[config.mk]
export PLATFORM = sky130hd
export DESIGN_NAME = t3rc_top
export DESIGN_NICKNAME = d
export VERILOG_FILES = /design/src/hw/t3rc_pkg.sv /design/src/hw/t3rc_top.sv /design/src/hw/t3rc_edge_sync.sv /design/src/hw/t3rc_tick_gen.sv
export SDC_FILE = /design/constraint.sdc
export NUM_CORES = 1
export LEC_CHECK = 0
export BUFFER_PORTS_ARGS = -buffer_cell sky130_fd_sc_hd__buf_4
export CAP_MARGIN = 20
export CORE_UTILIZATION = 45
export DETAILED_ROUTE_END_ITERATION = 8
export PLACE_DENSITY = 0.65
export SLEW_MARGIN = 5
export SYNTH_ARGS = -nofsm -noshare
export SYNTH_HDL_FRONTEND = slang
export SYNTH_SLANG_ARGS = --single-unit
[constraint.sdc]
create_clock -name mclk -period 2.16 [get_ports mclk]
set_clock_uncertainty 0.15 [all_clocks]
set_input_delay 0.432 -clock mclk [delete_from_list [all_inputs] [get_ports mclk]]
set_output_delay 0.432 -clock mclk [all_outputs]
set_load 0.02 [all_outputs]
[src/hw/t3rc_pkg.sv]
package t3rc_pkg;

  // ************************************************************
  // register addresses
  // ************************************************************
  localparam logic [7:0] ADDR_CONTROL = 8'h91;
  localparam logic [7:0] ADDR_RELOAD_LO = 8'h92;
  localparam logic [7:0] ADDR_RELOAD_HI = 8'h93;
  localparam logic [7:0] ADDR_COUNT_LO = 8'h94;
  localparam logic [7:0] ADDR_COUNT_HI = 8'h95;

  // ************************************************************
  // control register fields and reset values
  // ************************************************************
  localparam int BIT_HIGH_FLAG = 7;
  localparam int BIT_LOW_FLAG = 6;
  localparam int BIT_LOW_IRQ_EN = 5;
  localparam int BIT_CAPTURE_EN = 4;
  localparam int BIT_SPLIT = 3;
  localparam int BIT_RUN = 2;
  localparam int BIT_CAPTURE_SRC = 1;
  localparam int BIT_EXT_CLK_SEL = 0;
  localparam logic [7:0] CONTROL_RESET = 8'h00;
  localparam logic [7:0] BYTE_RESET = 8'h00;
  localparam logic [7:0] BYTE_MAX = 8'hff;
  localparam logic [15:0] WORD_MAX = 16'hffff;
  localparam logic [15:0] WORD_ZERO = 16'h0000;

  // ************************************************************
  // prescaler counts
  // ************************************************************
  localparam int SYS_DIV = 12;
  localparam int EXT_DIV = 8;
  localparam logic [3:0] SYS_DIV_LAST = 4'(SYS_DIV - 1);
  localparam logic [2:0] EXT_DIV_LAST = 3'(EXT_DIV - 1);

  // ************************************************************
  // helpers
  // ************************************************************
  function automatic logic byte_wraps(input logic [7:0] value);
    byte_wraps = (value == BYTE_MAX);
  endfunction : byte_wraps

  function automatic logic pick_tick(input logic sys_sel, input logic ext_sel,
                                     input logic tick_div12, input logic tick_ext8);
    pick_tick = sys_sel ? 1'b1 : (ext_sel ? tick_ext8 : tick_div12);
  endfunction : pick_tick

endpackage : t3rc_pkg

[src/hw/t3rc_top.sv]
`timescale 1ns/100ps
module t3rc_top (
  input wire logic mclk, // system clock, 40 MHz
  input wire logic rst_b, // asynchronous reset, active low
  input wire logic [7:0] sfr_addr, // register address
  input wire logic sfr_wr, // register write strobe
  input wire logic [7:0] sfr_wdata, // register write data
  output logic [7:0] sfr_rdata, // register read data, one cycle after address
  input wire logic high_byte_clk_sel, // high byte runs on system clock in split mode; the 16-bit count follows low_byte_clk_sel
  input wire logic low_byte_clk_sel, // low byte runs on system clock
  input wire logic ext_osc, // external oscillator pin
  input wire logic sof_event, // frame-start event from the serial bus core
  input wire logic slow_internal_osc, // slow internal oscillator output
  output logic irq_req // interrupt request before the external enable gate
);

  // ************************************************************
  // reset release
  // ************************************************************
  logic rst_meta_q;
  logic rst_sync_q;
  logic rst_sync_b;

  always_ff @(posedge mclk or negedge rst_b) begin
    if (!rst_b) begin
      rst_meta_q <= 1'b0;
      rst_sync_q <= 1'b0;
    end else begin
      rst_meta_q <= 1'b1;
      rst_sync_q <= rst_meta_q;
    end
  end

  assign rst_sync_b = rst_sync_q;

  // ************************************************************
  // input synchronisers and prescalers
  // ************************************************************
  logic ext_rise;
  logic sof_stb;
  logic osc_stb;
  logic tick_div12;
  logic tick_ext8;

  t3rc_edge_sync u_ext_sync (
    .mclk(mclk),
    .rst_sync_b(rst_sync_b),
    .async_in(ext_osc),
    .rise_stb(ext_rise)
  );

  t3rc_edge_sync u_sof_sync (
    .mclk(mclk),
    .rst_sync_b(rst_sync_b),
    .async_in(sof_event),
    .rise_stb(sof_stb)
  );

  t3rc_edge_sync u_osc_sync (
    .mclk(mclk),
    .rst_sync_b(rst_sync_b),
    .async_in(slow_internal_osc),
    .rise_stb(osc_stb)
  );

  t3rc_tick_gen u_tick (
    .mclk(mclk),
    .rst_sync_b(rst_sync_b),
    .ext_rise(ext_rise),
    .tick_div12(tick_div12),
    .tick_ext8(tick_ext8)
  );

  // ************************************************************
  // register state
  // ************************************************************
  logic [7:0] ctrl_q;
  logic [7:0] ctrl_d;
  logic [7:0] reload_lo_q;
  logic [7:0] reload_lo_d;
  logic [7:0] reload_hi_q;
  logic [7:0] reload_hi_d;
  logic [7:0] count_lo_q;
  logic [7:0] count_lo_d;
  logic [7:0] count_hi_q;
  logic [7:0] count_hi_d;
  logic [7:0] rdata_q;
  logic [7:0] rdata_d;
  logic irq_q;
  logic irq_d;

  logic run;
  logic split;
  logic cap_en;
  logic low_irq_en;
  logic ext_sel;
  logic cap_stb;
  logic capture_now;
  logic lo_tick;
  logic hi_tick;
  logic lo_wrap;
  logic hi_wrap;
  logic [15:0] count16;
  logic wr_ctrl;
  logic wr_rl;
  logic wr_rh;
  logic wr_cl;
  logic wr_ch;

  always_comb begin
    run = ctrl_q[t3rc_pkg::BIT_RUN];
    split = ctrl_q[t3rc_pkg::BIT_SPLIT];
    cap_en = ctrl_q[t3rc_pkg::BIT_CAPTURE_EN];
    low_irq_en = ctrl_q[t3rc_pkg::BIT_LOW_IRQ_EN];
    ext_sel = ctrl_q[t3rc_pkg::BIT_EXT_CLK_SEL];
    count16 = {count_hi_q, count_lo_q};
    wr_ctrl = sfr_wr && (sfr_addr == t3rc_pkg::ADDR_CONTROL);
    wr_rl = sfr_wr && (sfr_addr == t3rc_pkg::ADDR_RELOAD_LO);
    wr_rh = sfr_wr && (sfr_addr == t3rc_pkg::ADDR_RELOAD_HI);
    wr_cl = sfr_wr && (sfr_addr == t3rc_pkg::ADDR_COUNT_LO);
    wr_ch = sfr_wr && (sfr_addr == t3rc_pkg::ADDR_COUNT_HI);
    // capture source: 0 frame start, 1 slow oscillator rising edge
    cap_stb = ctrl_q[t3rc_pkg::BIT_CAPTURE_SRC] ? osc_stb : sof_stb;
    capture_now = cap_en && cap_stb;
    // 16-bit modes count on the low byte's clock choice
    lo_tick = t3rc_pkg::pick_tick(low_byte_clk_sel, ext_sel, tick_div12, tick_ext8);
    hi_tick = t3rc_pkg::pick_tick(high_byte_clk_sel, ext_sel, tick_div12, tick_ext8);
  end

  // ************************************************************
  // counter, reload and control next state
  // ************************************************************
  always_comb begin
    ctrl_d = ctrl_q;
    reload_lo_d = reload_lo_q;
    reload_hi_d = reload_hi_q;
    count_lo_d = count_lo_q;
    count_hi_d = count_hi_q;
    lo_wrap = 1'b0;
    hi_wrap = 1'b0;
    if (!split) begin
      if (run && lo_tick) begin
        lo_wrap = t3rc_pkg::byte_wraps(count_lo_q);
        if (count16 == t3rc_pkg::WORD_MAX) begin
          hi_wrap = 1'b1;
          // capture mode wraps to zero, reload mode takes the reload pair
          {count_hi_d, count_lo_d} = cap_en ? t3rc_pkg::WORD_ZERO
                                            : {reload_hi_q, reload_lo_q};
        end else begin
          {count_hi_d, count_lo_d} = 16'(count16 + 16'h0001);
        end
      end
    end else begin
      if (lo_tick) begin
        lo_wrap = t3rc_pkg::byte_wraps(count_lo_q);
        if (lo_wrap) begin
          count_lo_d = cap_en ? t3rc_pkg::BYTE_RESET : reload_lo_q;
        end else begin
          count_lo_d = 8'(count_lo_q + 8'h01);
        end
      end
      if (run && hi_tick) begin
        hi_wrap = t3rc_pkg::byte_wraps(count_hi_q);
        if (hi_wrap) begin
          count_hi_d = cap_en ? t3rc_pkg::BYTE_RESET : reload_hi_q;
        end else begin
          count_hi_d = 8'(count_hi_q + 8'h01);
        end
      end
    end
    // a software write to a count byte takes precedence over counting
    if (wr_cl) begin
      count_lo_d = sfr_wdata;
    end
    if (wr_ch) begin
      count_hi_d = sfr_wdata;
    end
    if (wr_rl) begin
      reload_lo_d = sfr_wdata;
    end
    if (wr_rh) begin
      reload_hi_d = sfr_wdata;
    end
    // a capture beats a software write so no event is lost
    if (capture_now) begin
      reload_lo_d = count_lo_q;
      reload_hi_d = count_hi_q;
    end
    if (wr_ctrl) begin
      ctrl_d = sfr_wdata;
    end
    // hardware only ever sets the flags, and a set beats a same-cycle clear
    if (hi_wrap || capture_now) begin
      ctrl_d[t3rc_pkg::BIT_HIGH_FLAG] = 1'b1;
    end
    if (lo_wrap) begin
      ctrl_d[t3rc_pkg::BIT_LOW_FLAG] = 1'b1;
    end
  end

  // ************************************************************
  // interrupt request and read data
  // ************************************************************
  always_comb begin
    irq_d = ctrl_q[t3rc_pkg::BIT_HIGH_FLAG]
            | (ctrl_q[t3rc_pkg::BIT_LOW_FLAG] & low_irq_en);
    case (sfr_addr)
      t3rc_pkg::ADDR_CONTROL: rdata_d = ctrl_q;
      t3rc_pkg::ADDR_RELOAD_LO: rdata_d = reload_lo_q;
      t3rc_pkg::ADDR_RELOAD_HI: rdata_d = reload_hi_q;
      t3rc_pkg::ADDR_COUNT_LO: rdata_d = count_lo_q;
      t3rc_pkg::ADDR_COUNT_HI: rdata_d = count_hi_q;
      default: rdata_d = t3rc_pkg::BYTE_RESET;
    endcase
  end

  always_ff @(posedge mclk or negedge rst_sync_b) begin
    if (!rst_sync_b) begin
      ctrl_q <= t3rc_pkg::CONTROL_RESET;
      reload_lo_q <= t3rc_pkg::BYTE_RESET;
      reload_hi_q <= t3rc_pkg::BYTE_RESET;
      count_lo_q <= t3rc_pkg::BYTE_RESET;
      count_hi_q <= t3rc_pkg::BYTE_RESET;
      rdata_q <= t3rc_pkg::BYTE_RESET;
      irq_q <= 1'b0;
    end else begin
      ctrl_q <= ctrl_d;
      reload_lo_q <= reload_lo_d;
      reload_hi_q <= reload_hi_d;
      count_lo_q <= count_lo_d;
      count_hi_q <= count_hi_d;
      rdata_q <= rdata_d;
      irq_q <= irq_d;
    end
  end

  assign sfr_rdata = rdata_q;
  assign irq_req = irq_q;

  // ************************************************************
  // checks
  // ************************************************************
  property p_reload16;
    @(posedge mclk) disable iff (!rst_sync_b)
    (!split && !cap_en && run && lo_tick && count16 == t3rc_pkg::WORD_MAX
     && !wr_cl && !wr_ch)
    |=> ({count_hi_q, count_lo_q} == $past({reload_hi_q, reload_lo_q}));
  endproperty
  a_reload16: assert property (p_reload16)
    else $error("16-bit overflow did not load the reload pair");

  property p_high_flag_set;
    @(posedge mclk) disable iff (!rst_sync_b)
    (!split && run && lo_tick && count16 == t3rc_pkg::WORD_MAX)
    |=> ctrl_q[t3rc_pkg::BIT_HIGH_FLAG] && ctrl_q[t3rc_pkg::BIT_LOW_FLAG];
  endproperty
  a_high_flag_set: assert property (p_high_flag_set)
    else $error("16-bit overflow did not set both flags");

  property p_low_flag_any_mode;
    @(posedge mclk) disable iff (!rst_sync_b)
    ((split || run) && lo_tick && count_lo_q == t3rc_pkg::BYTE_MAX)
    |=> ctrl_q[t3rc_pkg::BIT_LOW_FLAG];
  endproperty
  a_low_flag_any_mode: assert property (p_low_flag_any_mode)
    else $error("low byte wrap did not set the low flag");

  property p_flags_sticky;
    @(posedge mclk) disable iff (!rst_sync_b)
    (ctrl_q[t3rc_pkg::BIT_HIGH_FLAG] && !wr_ctrl) |=> ctrl_q[t3rc_pkg::BIT_HIGH_FLAG];
  endproperty
  a_flags_sticky: assert property (p_flags_sticky)
    else $error("high flag dropped without a software write");

  property p_irq_follows_flags;
    @(posedge mclk) disable iff (!rst_sync_b)
    (ctrl_q[t3rc_pkg::BIT_LOW_FLAG] && low_irq_en) ##1 ctrl_q[t3rc_pkg::BIT_LOW_FLAG]
    |-> irq_req;
  endproperty
  a_irq_follows_flags: assert property (p_irq_follows_flags)
    else $error("enabled low flag did not raise the request");

  property p_split_low_free;
    @(posedge mclk) disable iff (!rst_sync_b)
    (split && !run && lo_tick && !wr_cl && !wr_ch && count_lo_q != t3rc_pkg::BYTE_MAX)
    |=> (count_lo_q == 8'($past(count_lo_q) + 8'h01)) && $stable(count_hi_q);
  endproperty
  a_split_low_free: assert property (p_split_low_free)
    else $error("split low byte did not count with run clear");

  property p_run_stops;
    @(posedge mclk) disable iff (!rst_sync_b)
    (!split && !run && !wr_cl && !wr_ch) |=> $stable(count_lo_q) && $stable(count_hi_q);
  endproperty
  a_run_stops: assert property (p_run_stops)
    else $error("16-bit counter moved with run clear");

  property p_capture_latch;
    @(posedge mclk) disable iff (!rst_sync_b)
    capture_now |=> ({reload_hi_q, reload_lo_q} == $past(count16))
                    && ctrl_q[t3rc_pkg::BIT_HIGH_FLAG];
  endproperty
  a_capture_latch: assert property (p_capture_latch)
    else $error("capture did not latch the count");

  property p_split_high_reload;
    @(posedge mclk) disable iff (!rst_sync_b)
    (split && !cap_en && run && hi_tick && count_hi_q == t3rc_pkg::BYTE_MAX && !wr_ch)
    |=> (count_hi_q == $past(reload_hi_q));
  endproperty
  a_split_high_reload: assert property (p_split_high_reload)
    else $error("split high byte wrap did not take its reload byte");

  property p_irq_quiet;
    @(posedge mclk) disable iff (!rst_sync_b)
    (!ctrl_q[t3rc_pkg::BIT_HIGH_FLAG] && !(ctrl_q[t3rc_pkg::BIT_LOW_FLAG] && low_irq_en))
    |=> !irq_req;
  endproperty
  a_irq_quiet: assert property (p_irq_quiet)
    else $error("request raised with no enabled flag set");

  property p_read_control;
    @(posedge mclk) disable iff (!rst_sync_b)
    (sfr_addr == t3rc_pkg::ADDR_CONTROL) |=> (sfr_rdata == $past(ctrl_q));
  endproperty
  a_read_control: assert property (p_read_control)
    else $error("control read did not return the control byte");

endmodule : t3rc_top

[src/hw/t3rc_edge_sync.sv]
`timescale 1ns/100ps
module t3rc_edge_sync (
  input wire logic mclk, // system clock
  input wire logic rst_sync_b, // synchronised reset, active low
  input wire logic async_in, // level from outside this clock domain
  output logic rise_stb // one-cycle strobe per rising edge
);

  logic meta_q;
  logic sync_q;
  logic prev_q;
  logic rise_q;
  logic rise_d;

  // ************************************************************
  // two-flop synchroniser, then edge detect on the clean copy
  // ************************************************************
  always_comb begin
    rise_d = sync_q & ~prev_q;
  end

  always_ff @(posedge mclk or negedge rst_sync_b) begin
    if (!rst_sync_b) begin
      meta_q <= 1'b0;
      sync_q <= 1'b0;
      prev_q <= 1'b0;
      rise_q <= 1'b0;
    end else begin
      meta_q <= async_in;
      sync_q <= meta_q;
      prev_q <= sync_q;
      rise_q <= rise_d;
    end
  end

  assign rise_stb = rise_q;

  property p_single_strobe;
    @(posedge mclk) disable iff (!rst_sync_b)
    rise_stb |=> !rise_stb;
  endproperty
  a_single_strobe: assert property (p_single_strobe)
    else $error("edge strobe lasted more than one cycle");

endmodule : t3rc_edge_sync

[src/hw/t3rc_tick_gen.sv]
`timescale 1ns/100ps
module t3rc_tick_gen (
  input wire logic mclk, // system clock
  input wire logic rst_sync_b, // synchronised reset, active low
  input wire logic ext_rise, // synchronised rising edge of external oscillator
  output logic tick_div12, // one pulse every twelve system clocks
  output logic tick_ext8 // one pulse every eight external edges
);

  logic [3:0] div12_q;
  logic [3:0] div12_d;
  logic [2:0] ext8_q;
  logic [2:0] ext8_d;
  logic t12_q;
  logic t12_d;
  logic t8_q;
  logic t8_d;

  // ************************************************************
  // prescalers
  // ************************************************************
  // the external source is counted in edges after synchronisation, so it
  // must run below half the system clock to be counted faithfully
  always_comb begin
    t12_d = (div12_q == t3rc_pkg::SYS_DIV_LAST);
    div12_d = t12_d ? 4'h0 : 4'(div12_q + 4'h1);
    t8_d = ext_rise && (ext8_q == t3rc_pkg::EXT_DIV_LAST);
    ext8_d = ext_rise ? 3'(ext8_q + 3'h1) : ext8_q;
  end

  always_ff @(posedge mclk or negedge rst_sync_b) begin
    if (!rst_sync_b) begin
      div12_q <= 4'h0;
      ext8_q <= 3'h0;
      t12_q <= 1'b0;
      t8_q <= 1'b0;
    end else begin
      div12_q <= div12_d;
      ext8_q <= ext8_d;
      t12_q <= t12_d;
      t8_q <= t8_d;
    end
  end

  assign tick_div12 = t12_q;
  assign tick_ext8 = t8_q;

  property p_div12_spacing;
    @(posedge mclk) disable iff (!rst_sync_b)
    tick_div12 |=> !tick_div12 [*8];
  endproperty
  a_div12_spacing: assert property (p_div12_spacing)
    else $error("divide-by-12 tick came too early");

endmodule : t3rc_tick_gen

Word level (Yosys, flattened, before mapping)
Cells that the tools add are included.
- reductions and logical operators: 18
- add/sub/neg operators: 5
- multiplexer cells: 35
- bitwise gates (word level): 8
- equal/unequal tests: 12
- operator list (operator ; count):
    8-bit two-way mux ; 19
    8-bit equality test (second input constant) ; 7
    8-bit one-hot mux with 5 select lines ; 1
    16-bit by 1-bit adder with 16-bit output (second input constant) ; 1
    8-bit by 1-bit adder with 8-bit output (second input constant) ; 2
    16-bit equality test (second input constant) ; 1
    16-bit two-way mux ; 1
    1-bit two-way mux ; 13
    1-bit logical AND ; 9
    2-bit nonzero test ; 4
    3-bit by 1-bit inequality test with 1-bit output (second input constant) ; 2
    3-bit nonzero test ; 2
    4-bit by 1-bit adder with 4-bit output (second input constant) ; 1
    1-bit AND ; 4
    4-bit equality test (second input constant) ; 1
    4-bit two-way mux ; 1
    2-bit AND reduction ; 2
    3-bit by 1-bit adder with 3-bit output (second input constant) ; 1
    3-bit equality test (second input constant) ; 1
    1-bit inverter ; 3
    1-bit logical OR ; 1
    1-bit bitwise OR ; 1
- bits of input ports: 24
- word-level logic and storage cells: 105
- flip-flop bits (word level): 72

Logic depth before layout (Yosys ltp)
Gate-level depths: netlist of the first run.
- word-level depth: 7
- depth in mapped cells: 8
- depth with buffers taken out: 6

Modules after synthesis
Synthesis of the first run repeated with hierarchy kept, for this count alone.
- cell total of the unflattened synthesis: 390
- area, all modules: 3997.6 um2
- by module, submodules not included (module ; area an instance (um2) ; cells each ; times used ; seq. area each (um2)):
    t3rc_top ; 3288.2 ; 350 ; 1 ; 1276.2
    t3rc_tick_gen ; 367.9 ; 25 ; 1 ; 225.2
    t3rc_edge_sync ; 113.9 ; 5 ; 3 ; 100.1

Worst setup path before layout of the first run
OpenSTA, ideal clock, no wires.
- path type: input to register
- from: input sfr_addr[6]
- to: register reload_hi_q[4]
- required time: 1.873 ns
- slack: 0.110 ns
- arrival time: 1.763 ns
- stages on the path: 7
- path through: nand4bb_1 buf_6 nor4b_4 and3_1 buf_6 mux2i_1 a21oi_1
- cells in the longest elaborated chain, start to end: 3
- ends and longest elaborated chain (what ; RTL line ; source):
    start: declaration ; t3rc_top.sv:5 ; input wire logic [7:0] sfr_addr,
    8-bit equality test ; t3rc_top.sv:119 ; wr_rh = sfr_wr && (sfr_addr == t3rc_pkg::ADDR_RELOAD_HI);
    1-bit logical AND ; t3rc_top.sv:119 ;
    2-bit nonzero test (no source line) ; -- ;
    end signal: assignment ; t3rc_top.sv:221 ; reload_hi_q <= t3rc_pkg::BYTE_RESET;
    end signal: assignment ; t3rc_top.sv:229 ; reload_hi_q <= reload_hi_d;
    end: declaration ; t3rc_top.sv:81 ; logic [7:0] reload_hi_q;
No other way between the ends.
A chain may end at the register's enable or synchronous reset.

Final worst setup path of the first run
- from: register count_hi_q[0]
- to: register count_hi_q[2]
- cells in the longest elaborated chain, start to end: 5
- ends and longest elaborated chain (what ; RTL line ; source):
    start: declaration ; t3rc_top.sv:85 ; logic [7:0] count_hi_q;
    start signal: assignment ; t3rc_top.sv:223 ; count_hi_q <= t3rc_pkg::BYTE_RESET;
    start signal: assignment ; t3rc_top.sv:231 ; count_hi_q <= count_hi_d;
    16-bit by 1-bit adder with 16-bit output, or another cell as far along ; t3rc_top.sv:150 ; {count_hi_d, count_lo_d} = 16'(count16 + 16'h0001);
    8-bit two-way mux (on tied branches) ; t3rc_top.sv:144, t3rc_top.sv:164 ;
    8-bit two-way mux (on tied branches) ; t3rc_top.sv:142, t3rc_top.sv:162 ;
    8-bit two-way mux (*) ; t3rc_top.sv:141 ; if (!split) begin
    8-bit two-way mux (*) ; t3rc_top.sv:175 ; if (wr_ch) begin
Every way passes the cells marked *; elsewhere a longest branch is shown, timed or not. The select of a mux whose other input is x is not followed.

==> results.yml, run 1 <==
outcome:
  status: "finished, final reports clean"
finish:
  drive_above_1_share_pct: 29.46
  nets: 489
  final_cell_count_no_fill: 570
  multi_input_area_um2: 2019
  area_delta_synth_final_pct: 22.92
  fillers: 747
  finalInstanceArea_um2: 4852
  antennaDiodeCount: 0
  ff_latch_area_um2: 1803
  final_cell_mix: "buf_4 (82), dfrtp_1 (71), nand2_1 (34)"
  final_common_cell: "buf_4"
hold_path:
  hp-class: "in -> reg"
  min_path_cells: 1
die:
  row_count: 33
  die_h_um: 95.66
  start_util_pct: 47.33
  dieWidth_um: 95.66
  dieArea_um2: 9151
  num_io_pins: 33
  fp.coreArea_um2: 8341
worst_setup_path:
  r2r_setup_slack_ps: 80
  crit_start: "count_hi_q[0]$_DFFE_PN0P_"
  max_stage_delay_ps: 480
  crit_path_start_kind: "flip-flop"
  end_kind: "flip-flop"
  critical_path_peak_fanout: 6
  crit_type: "reg -> reg"
  crit_chain: "ha_4 > and4_1 > nand2_1 > buf_4 > nor3_1 > or4_1 > o21ai_0"
  slowest_stage: "or4_1"
  endpoint: "count_hi_q[2]$_DFFE_PN0P_"
  timing.rr.start: "count_hi_q[0]$_DFFE_PN0P_"
  ff2ff_path_depth: 7
  r2r-end: "count_hi_q[2]$_DFFE_PN0P_"
  worstPathRequired_ps: 2290
  critPathArrivalTime_ps: 2210
synthesis:
  synthesis.nets: 417
  ys_ff_latch: 72
  synth_ff_type: "dfrtp_1"
  ys_types: 57
  synthArstFlopShare_pct: 100.0
  synth_edf_count: 0
  ys_warn_count: 0
  yosysSeqAreaShare_pct: 45.64
  postSynthAreaPerCell_um2: 10.17
  netlist.area_leader.share_pct: 45.64
  yosys.area.top_type: "dfrtp_1"
  synthCells: 388
  synth.cell_area_um2: 3948
  synth.area.top_cells: "dfrtp_1 (46%), mux2i_1 (6.3%), mux2_2 (6.0%)"
drt:
  vias: 3381
  wl_mm: 10.62
  vias_per_cell: 5.932
  drt_iter0_drc: 290
  drt_pass1_iterations: 8
  antenna_left: 0
  remaining_drc_errors: 0
  wl_per_cell_um: 18.63
sta:
  hold_viol: 0
  tightest_slew_ps: 517.2
  slew_headroom_pct: 65.44
  fmax_ghz: 0.4808
  maxSlewViolCount: 0
  hold_ws_ps: 27.62
  min_period_ps: 2080
  min_period_over_period_pct: 96.30
  setup_viol: 0
place:
  place_congestion: 0.9726
  dp.cells: 549
  dpl-instance-area_um2: 4602
  io_buffers: 32
  dp_hpwl_mm: 7.705
clock_tree:
  cts.htree.levels: 3
  clockRootBuffer: "clkbuf_8"
  cts_inserted_buffers: 9
  cts_sinks: 72
  clkTransAtPathRegs_ps: 90
  clkLatencyLatePin_ps: 360
  clockBufferDepth: 2
  cts_tree: "done"
pwr:
  sw_frac_of_total_pct: 33.06
  leakage_nw: 2.111
  p_int_w: 0.002388
  power_frac_clock_pct: 28.8
  p_seq_share_pct: 48.0
  combPwrFrac_pct: 23.2
  ir_drop_uv: 585.8
  power_density_nw_per_um2: 735.3
  power.switching_w: 0.001180
global_routing:
  grtUsageTotal_pct: 25.22
  grt_pass1_wl_mm: 17.04
  grt_max_degree: 71
  antenna_found_initial: 0
  grt_pass1_vias: 3259
  overflow: 0
run:
  cap_violations: 0
power by group through the flow:
stage | sequential (W) | combinational (W) | clock, W
after floorplan | 0.00169 | 0.000508 | 0
after global routing | 0.00173 | 0.000920 | 0.00110
after global placement | 0.00172 | 0.000769 | 0
after detailed placement | 0.00173 | 0.000799 | 0
final | 0.00171 | 0.000827 | 0.00103
after CTS | 0.00170 | 0.000802 | 0.00104
state kept, by name, summed over array words and instances (netlist names), 3 cells and up:
| name | count |
|---|---|
| reload_hi_q | 8 |
| count_hi_q | 8 |
| ctrl_q | 8 |
| u_tick.ext8_q | 3 |
| count_lo_q | 8 |
| sfr_rdata | 8 |
| u_tick.div12_q | 4 |
| reload_lo_q | 8 |
routing by layer:
| layer | up-vias | GRT usage (%) | part of all wire (%) |
|---|---|---|---|
| li1 | 1585 | - | - |
| met5 | - | 0 | 0 |
| met2 | 139 | 41.07 | 48 |
| met1 | 1633 | 32.79 | 44 |
| met4 | 0 | 11.32 | 2.7 |
| met3 | 24 | 4.466 | 5.9 |
cells by family after synthesis:
group           synth area share [%]
xor+xnor                       1.553
buf+inv                        3.708
mux                            12.33
simple gates                   19.68
compound gates                 15.40
fa+ha+maj                      1.585
flops                          45.64
other cells                  0.09500
stage by stage:
step	TNS (ps)	power [W]	setup WS [ps]	utilization, %
floorplan	0	0.002194	110.0	-
global placement	0	0.002490	70.08	55.18
detailed placement	-5.053	0.002526	-5.053	55.18
CTS	0	0.003545	37.95	57.58
global route	-11.58	0.003751	-11.58	58.18
finish	0	0.003568	79.99	58.18
layout make-up:
class	instances	area share [%]
flip-flops and latches	72	37.16
well taps	105	2.708
multi-input cells	285	41.62
clock inverters	7	1.367
inverters	6	0.4642
repair buffers	86	14.13
clock buffers	9	2.553
worst max-delay path: cells and delay by family, from the launching register on:
| family | cells | cell delay, ps |
|---|---|---|
| AOI/OAI and AO/OA | 1 | 150 |
| and+or+nand+nor | 4 | 880 |
| buffers and inverters | 1 | 190 |
| adders and majority gates | 1 | 200 |
| DFF | 1 | 440 |
synthesized netlist by cell type, types with 2 or more instances:
| cell type | instances |
|---|---|
| o21a_1 | 3 |
| and2_1 | 4 |
| a211oi_1 | 6 |
| nor3_1 | 8 |
| ha_1 | 5 |
| buf_2 | 12 |
| dfrtp_1 | 72 |
| clkbuf_1 | 10 |
| xor2_1 | 2 |
| a222oi_1 | 8 |
| a221o_1 | 2 |
| mux2i_1 | 25 |
| a21o_1 | 3 |
| o21ai_0 | 16 |
| xnor2_1 | 5 |
| nand2b_1 | 7 |
| and3_1 | 2 |
| nand4_1 | 9 |
| nor4_4 | 4 |
| a21oi_1 | 22 |
| o31ai_1 | 5 |
| nand2_1 | 34 |
| buf_6 | 2 |
| nor4_1 | 4 |
| o22ai_1 | 2 |
| and4_1 | 2 |
| nor2b_1 | 10 |
| mux2_2 | 21 |
| inv_1 | 6 |
| nor2_1 | 29 |
| or3_1 | 2 |
| a31oi_1 | 7 |
| o211ai_1 | 5 |
| nand3_1 | 11 |
how the worst min path moves through the flow:
| stage | from | to | slack, ps |
|---|---|---|---|
| finish | sof_event | u_sof_sync.meta_q$_DFF_PN0_ | 30 |
| detailed placement | rst_b | rst_meta_q$_DFF_PN0_ | 70 |
| floorplan | rst_b | rst_meta_q$_DFF_PN0_ | -10 |
| global route | sof_event | u_sof_sync.meta_q$_DFF_PN0_ | 20 |
| global placement | rst_b | rst_meta_q$_DFF_PN0_ | 60 |
| CTS | sof_event | u_sof_sync.meta_q$_DFF_PN0_ | 20 |
timing repair:
action	CTS	global route
hold endpoints to repair	2	0
gates resized for setup	0	4
buffers inserted	0	5
hold buffers	1	0
endpoints found under the setup margin	0	6
Power figures use the tool's default switching activity.
==> run 2: changes to the inputs <==
- GPL_TIMING_DRIVEN: default -> 0
==> results.yml, run 2 (same netlist as run 1, synthesis figures left out) <==
clock_tree:
  clkLatencyLatePin_ps: 360
  cts_inserted_buffers: 9
  clkTransAtPathRegs_ps: 90
  cts_tree: "done"
  clockBufferDepth: 2
  cts_sinks: 72
  cts.htree.levels: 3
  clockRootBuffer: "clkbuf_8"
die:
  die_h_um: 95.66
  dieArea_um2: 9151
  dieWidth_um: 95.66
  start_util_pct: 47.33
  num_io_pins: 33
  row_count: 33
  fp.coreArea_um2: 8341
drt:
  drt_iter0_drc: 421
  antenna_left: 0
  wl_mm: 10.77
  vias: 3374
  drt_pass1_iterations: 5
  wl_per_cell_um: 19.51
  vias_per_cell: 6.112
  remaining_drc_errors: 0
worst_setup_path:
  ff2ff_path_depth: 6
  r2r_setup_slack_ps: 40
  crit_type: "reg -> reg"
  worstPathRequired_ps: 2260
  timing.rr.start: "count_lo_q[0]$_DFFE_PN0P_"
  critical_path_peak_fanout: 8
  r2r-end: "count_hi_q[3]$_DFFE_PN0P_"
  crit_path_start_kind: "flip-flop"
  critPathArrivalTime_ps: 2220
  end_kind: "flip-flop"
global_routing:
  grt_pass1_wl_mm: 17.07
  grt_pass1_vias: 3150
  overflow: 0
  grt_max_degree: 38
  grtUsageTotal_pct: 25.66
  antenna_found_initial: 0
outcome:
  status: "finished, final reports clean"
sta:
  tightest_slew_ps: 683.4
  hold_ws_ps: 21.82
  setup_viol: 0
  slew_headroom_pct: 54.10
  maxSlewViolCount: 0
  min_period_over_period_pct: 98.16
  worst_slack_ps: 39.68
  fmax_ghz: 0.4716
  hold_viol: 0
  rsz0062_at_grt: "yes"
  min_period_ps: 2120
place:
  pre_cts_ws_ps: -407.8
  place_congestion: 0.8938
  dp_hpwl_mm: 7.461
  io_buffers: 30
pwr:
  leakage_nw: 2.019
  power_density_nw_per_um2: 761.6
  ir_drop_uv: 664.5
finish:
  final_cell_mix: "dfrtp_1 (69), buf_4 (41), nand2_1 (33)"
  ff_latch_area_um2: 1808
  multi_input_area_um2: 2096
  fillers: 744
  antennaDiodeCount: 0
  area_delta_synth_final_pct: 20.16
  drive_above_1_share_pct: 28.41
  final_common_cell: "dfrtp_1"
  nets: 471
hold_path:
  min_path_cells: 1
  worstHoldStart: "sof_event"
  hp-class: "in -> reg"
  min_to: "u_sof_sync.meta_q$_DFF_PN0_"
run:
  cap_violations: 0
## run 2: changes by cell type in the layout (fill, tap and decap cells not counted), moves of 3 or more
cell,delta
nor3_1,-3
buf_2,+11
clkbuf_1,+7
buf_4,-41
nor3_2,+3
buf_6,+4
## run 2: how the worst max path moves through the flow
stage | from | endpoint | slack (ps) | cells after the start
detailed placement | count_lo_q[1]$_DFFE_PN0P_ | count_lo_q[4]$_DFFE_PN0P_ | -410 | 6
floorplan | sfr_addr[6] | reload_hi_q[4]$_DFFE_PN0P_ | 110 | 7
CTS | count_hi_q[1]$_DFFE_PN0P_ | count_hi_q[7]$_DFFE_PN0P_ | 3 | 6
finish | count_lo_q[0]$_DFFE_PN0P_ | count_hi_q[3]$_DFFE_PN0P_ | 40 | 6
global placement | count_lo_q[1]$_DFFE_PN0P_ | count_lo_q[4]$_DFFE_PN0P_ | -430 | 6
global route | count_lo_q[1]$_DFFE_PN0P_ | count_hi_q[2]$_DFFE_PN0P_ | -50 | 7
## run 2: final cells by class
class,count,share of cell area (%)
buffer,24,2.717
clock buffer,9,2.611
clock inverter,7,1.767
inverter,6,0.4748
multi-input combinational,285,44.18
sequential,72,38.12
tap,105,2.770
timing repair buffer,44,7.360
## run 2: routing by layer
metal / track usage [%] / vias up / routed length [um]
li1: - / 1548 / -
met4: 13.31 / 0 / 290
met5: 0 / - / 0
met3: 3.668 / 21 / 696
met2: 40.36 / 142 / 5133
met1: 34.38 / 1663 / 4649
## run 2: per-stage QoR
step	cells	area [um^2]	TNS [ps]	total power, W	util, %
4_1_cts	545	4616	0	0.003595	55.34
3_3_place_gp	523	4305	-8337	0.002404	51.62
6_report	552	4743	0	0.003612	56.87
2_1_floorplan	388	3949	0	0.002194	-
5_1_grt	552	4743	-158.5	0.003802	56.87
3_5_place_dp	524	4328	-8951	0.002437	51.89
## run 2: report_power, final
part	leakage, nW	internal (W)	total (W)	switching, W
logic	1.05	0.000349	0.000758	0.000409
registers	0.869	0.00154	0.00171	0.000171
clock network	0.103	0.000556	0.00115	0.000590
## run 2: repair_timing
| action | in CTS | in global routing |
|---|---|---|
| endpoints found under the hold margin | 2 | 0 |
| gates resized for setup | 11 | 24 |
| buffers inserted | 5 | 7 |
| pin swaps | 3 | 10 |
| endpoints found under the setup margin | 16 | 32 |
| hold buffers | 1 | 0 |
## run 2: worst max-delay path: stages, from the launching register on
cell and delay [ps]:
dfrtp_1 360, clkbuf_1 300, nand4_1 350, nor3_1 310, xnor2_1 160, a211oi_1 110, a221o_1 270
==> run 3: changes to the inputs <==
- PLACE_DENSITY: 0.65 -> default
- clock period: 2.16 -> 2.36 ns (I/O delays scaled with it)
==> results.yml, run 3 (same netlist as run 1, synthesis figures left out) <==
pwr:
  sw_frac_of_total_pct: 30.10
  ir_drop_uv: 406.4
  combPwrFrac_pct: 20.5
  leakage_nw: 1.997
  power.switching_w: 0.0009887
  power_density_nw_per_um2: 710.3
  power_frac_clock_pct: 32.0
  p_seq_share_pct: 47.5
  p_int_w: 0.002296
clock_tree:
  clkTransAtPathRegs_ps: 80
  cts.htree.levels: 3
  cts_sinks: 72
  clockRootBuffer: "clkbuf_8"
  cts_tree: "done"
  cts_inserted_buffers: 9
  clockBufferDepth: 2
  clkLatencyLatePin_ps: 360
finish:
  final_common_cell: "dfrtp_1"
  final_cell_mix: "dfrtp_1 (69), buf_4 (35), nand2_1 (33)"
  finish.utilization_pct: 55.45
  antennaDiodeCount: 0
  nets: 465
  drive_above_1_share_pct: 23.81
  ff_latch_area_um2: 1808
  fillers: 751
  area_delta_synth_final_pct: 17.15
  multi_input_area_um2: 2027
place:
  dp_hpwl_mm: 7.488
  place_congestion: 0.8887
  pre_cts_ws_ps: -288.0
  io_buffers: 30
sta:
  hold_viol: 0
  min_period_ps: 2249
  worst_slack_ps: 111.4
  rsz0062_at_grt: "no"
  setup_viol: 0
  fmax_ghz: 0.4447
  maxSlewViolCount: 0
  min_period_over_period_pct: 95.28
  tightest_slew_ps: 655.6
  slew_headroom_pct: 56.29
global_routing:
  overflow: 0
  antenna_found_initial: 0
  grt_max_degree: 41
  grt_pass1_vias: 3224
  grt_pass1_wl_mm: 17.02
  grtUsageTotal_pct: 25.69
worst_setup_path:
  slowest_stage: "dfrtp_2"
  end_kind: "flip-flop"
  critical_path_peak_fanout: 10
  crit_path_start_kind: "flip-flop"
  r2r_setup_slack_ps: 110
  critPathTopFamily: "compound AO/OA/AOI/OAI gates"
  worstPathRequired_ps: 2460
  crit_type: "reg -> reg"
  max_stage_delay_ps: 420
  cp_num_buf_inv: 1
  crit_chain: "ha_1 > buf_2 > and4_1 > nand2_4 > a211oi_4 > a211oi_1 > o31ai_1"
  critPathArrivalTime_ps: 2350
drt:
  vias: 3292
  vias_per_cell: 6.029
  antenna_left: 0
  drt_iter0_drc: 252
  wl_per_cell_um: 19.25
  remaining_drc_errors: 0
  wl_mm: 10.51
  drt_pass1_iterations: 7
die:
  fp.coreArea_um2: 8341
  dieArea_um2: 9151
  start_util_pct: 47.33
  die_h_um: 95.66
  num_io_pins: 33
  dieWidth_um: 95.66
  row_count: 33
hold_path:
  hp-class: "in -> reg"
run:
  cap_violations: 0
outcome:
  status: "finished, final reports clean"
-- run 3: worst reg2reg max path, cell delays in order, from the launching register on --
cell	delay [ps]
dfrtp_2	420
ha_1	150
buf_2	210
and4_1	280
nand2_4	130
a211oi_4	390
a211oi_1	130
o31ai_1	280
-- run 3: power by group through the flow --
stage               logic (W)  clock network, W  registers (W)
floorplan            0.000465                 0        0.00154
global placement     0.000604                 0        0.00160
detailed placement   0.000635                 0        0.00159
CTS                  0.000640           0.00108        0.00157
global route         0.000754           0.00113        0.00159
finish               0.000674           0.00105        0.00156
-- run 3: layer usage --
layer / vias to the layer above / routed length [um] / global-route usage [%] / part of all wire (%)
met5: - / 0 / 0 / 0
met4: 0 / 343 / 12.81 / 3.3
met3: 27 / 556 / 5.821 / 5.3
met2: 117 / 4848 / 39.58 / 46
met1: 1615 / 4764 / 34.00 / 45
li1: 1533 / - / - / -
-- run 3: cell type report --
type	count	area share, %
Clock buffer	12	3.571
Inverter	6	0.4870
Sequential cell	72	39.10
Buffer	25	2.733
Timing Repair Buffer	37	6.331
Tap cell	105	2.841
Multi-Input combinational cell	285	43.83
Clock inverter	4	1.109
-- run 3: timing repair --
| item | CTS | global route |
|---|---|---|
| gates resized for setup | 6 | 7 |
| pin swaps | 2 | 2 |
| hold endpoints to repair | 2 | 0 |
| hold buffers | 1 | 0 |
| buffers inserted | 2 | 3 |
| endpoints found under the setup margin | 11 | 11 |
-- run 3: through the flow --
| step | instance area [um^2] | power, W | hold WS, ps | instances | setup TNS (ps) |
|---|---|---|---|---|---|
| floorplan | 3948 | 0.002008 | 26.41 | 388 | 0 |
| detailed placement | 4328 | 0.002229 | 105.1 | 524 | -2843 |
| CTS | 4593 | 0.003292 | 55.31 | 543 | 0 |
| global route | 4624 | 0.003474 | 44.57 | 546 | 0 |
| finish | 4624 | 0.003285 | 72.51 | 546 | 0 |
| global placement | 4304 | 0.002207 | 104.3 | 523 | -55870 |
-- run 3: worst paths after layout --
path,startpoint,to,depth (start not counted)
max in group asynchronous,rst_sync_b$_DFF_PN0_,u_tick.ext8_q[2]$_DFFE_PN0P_,1
min in group asynchronous,rst_sync_b$_DFF_PN0_,sfr_rdata[3]$_DFF_PN0_,0
max,count_hi_q[0]$_DFFE_PN0P_,count_lo_q[4]$_DFFE_PN0P_,7
min reg2reg,rst_sync_b$_DFF_PN0_,sfr_rdata[3]$_DFF_PN0_,0
max reg2reg,count_hi_q[0]$_DFFE_PN0P_,count_lo_q[4]$_DFFE_PN0P_,7
min,ext_osc,u_ext_sync.meta_q$_DFF_PN0_,1
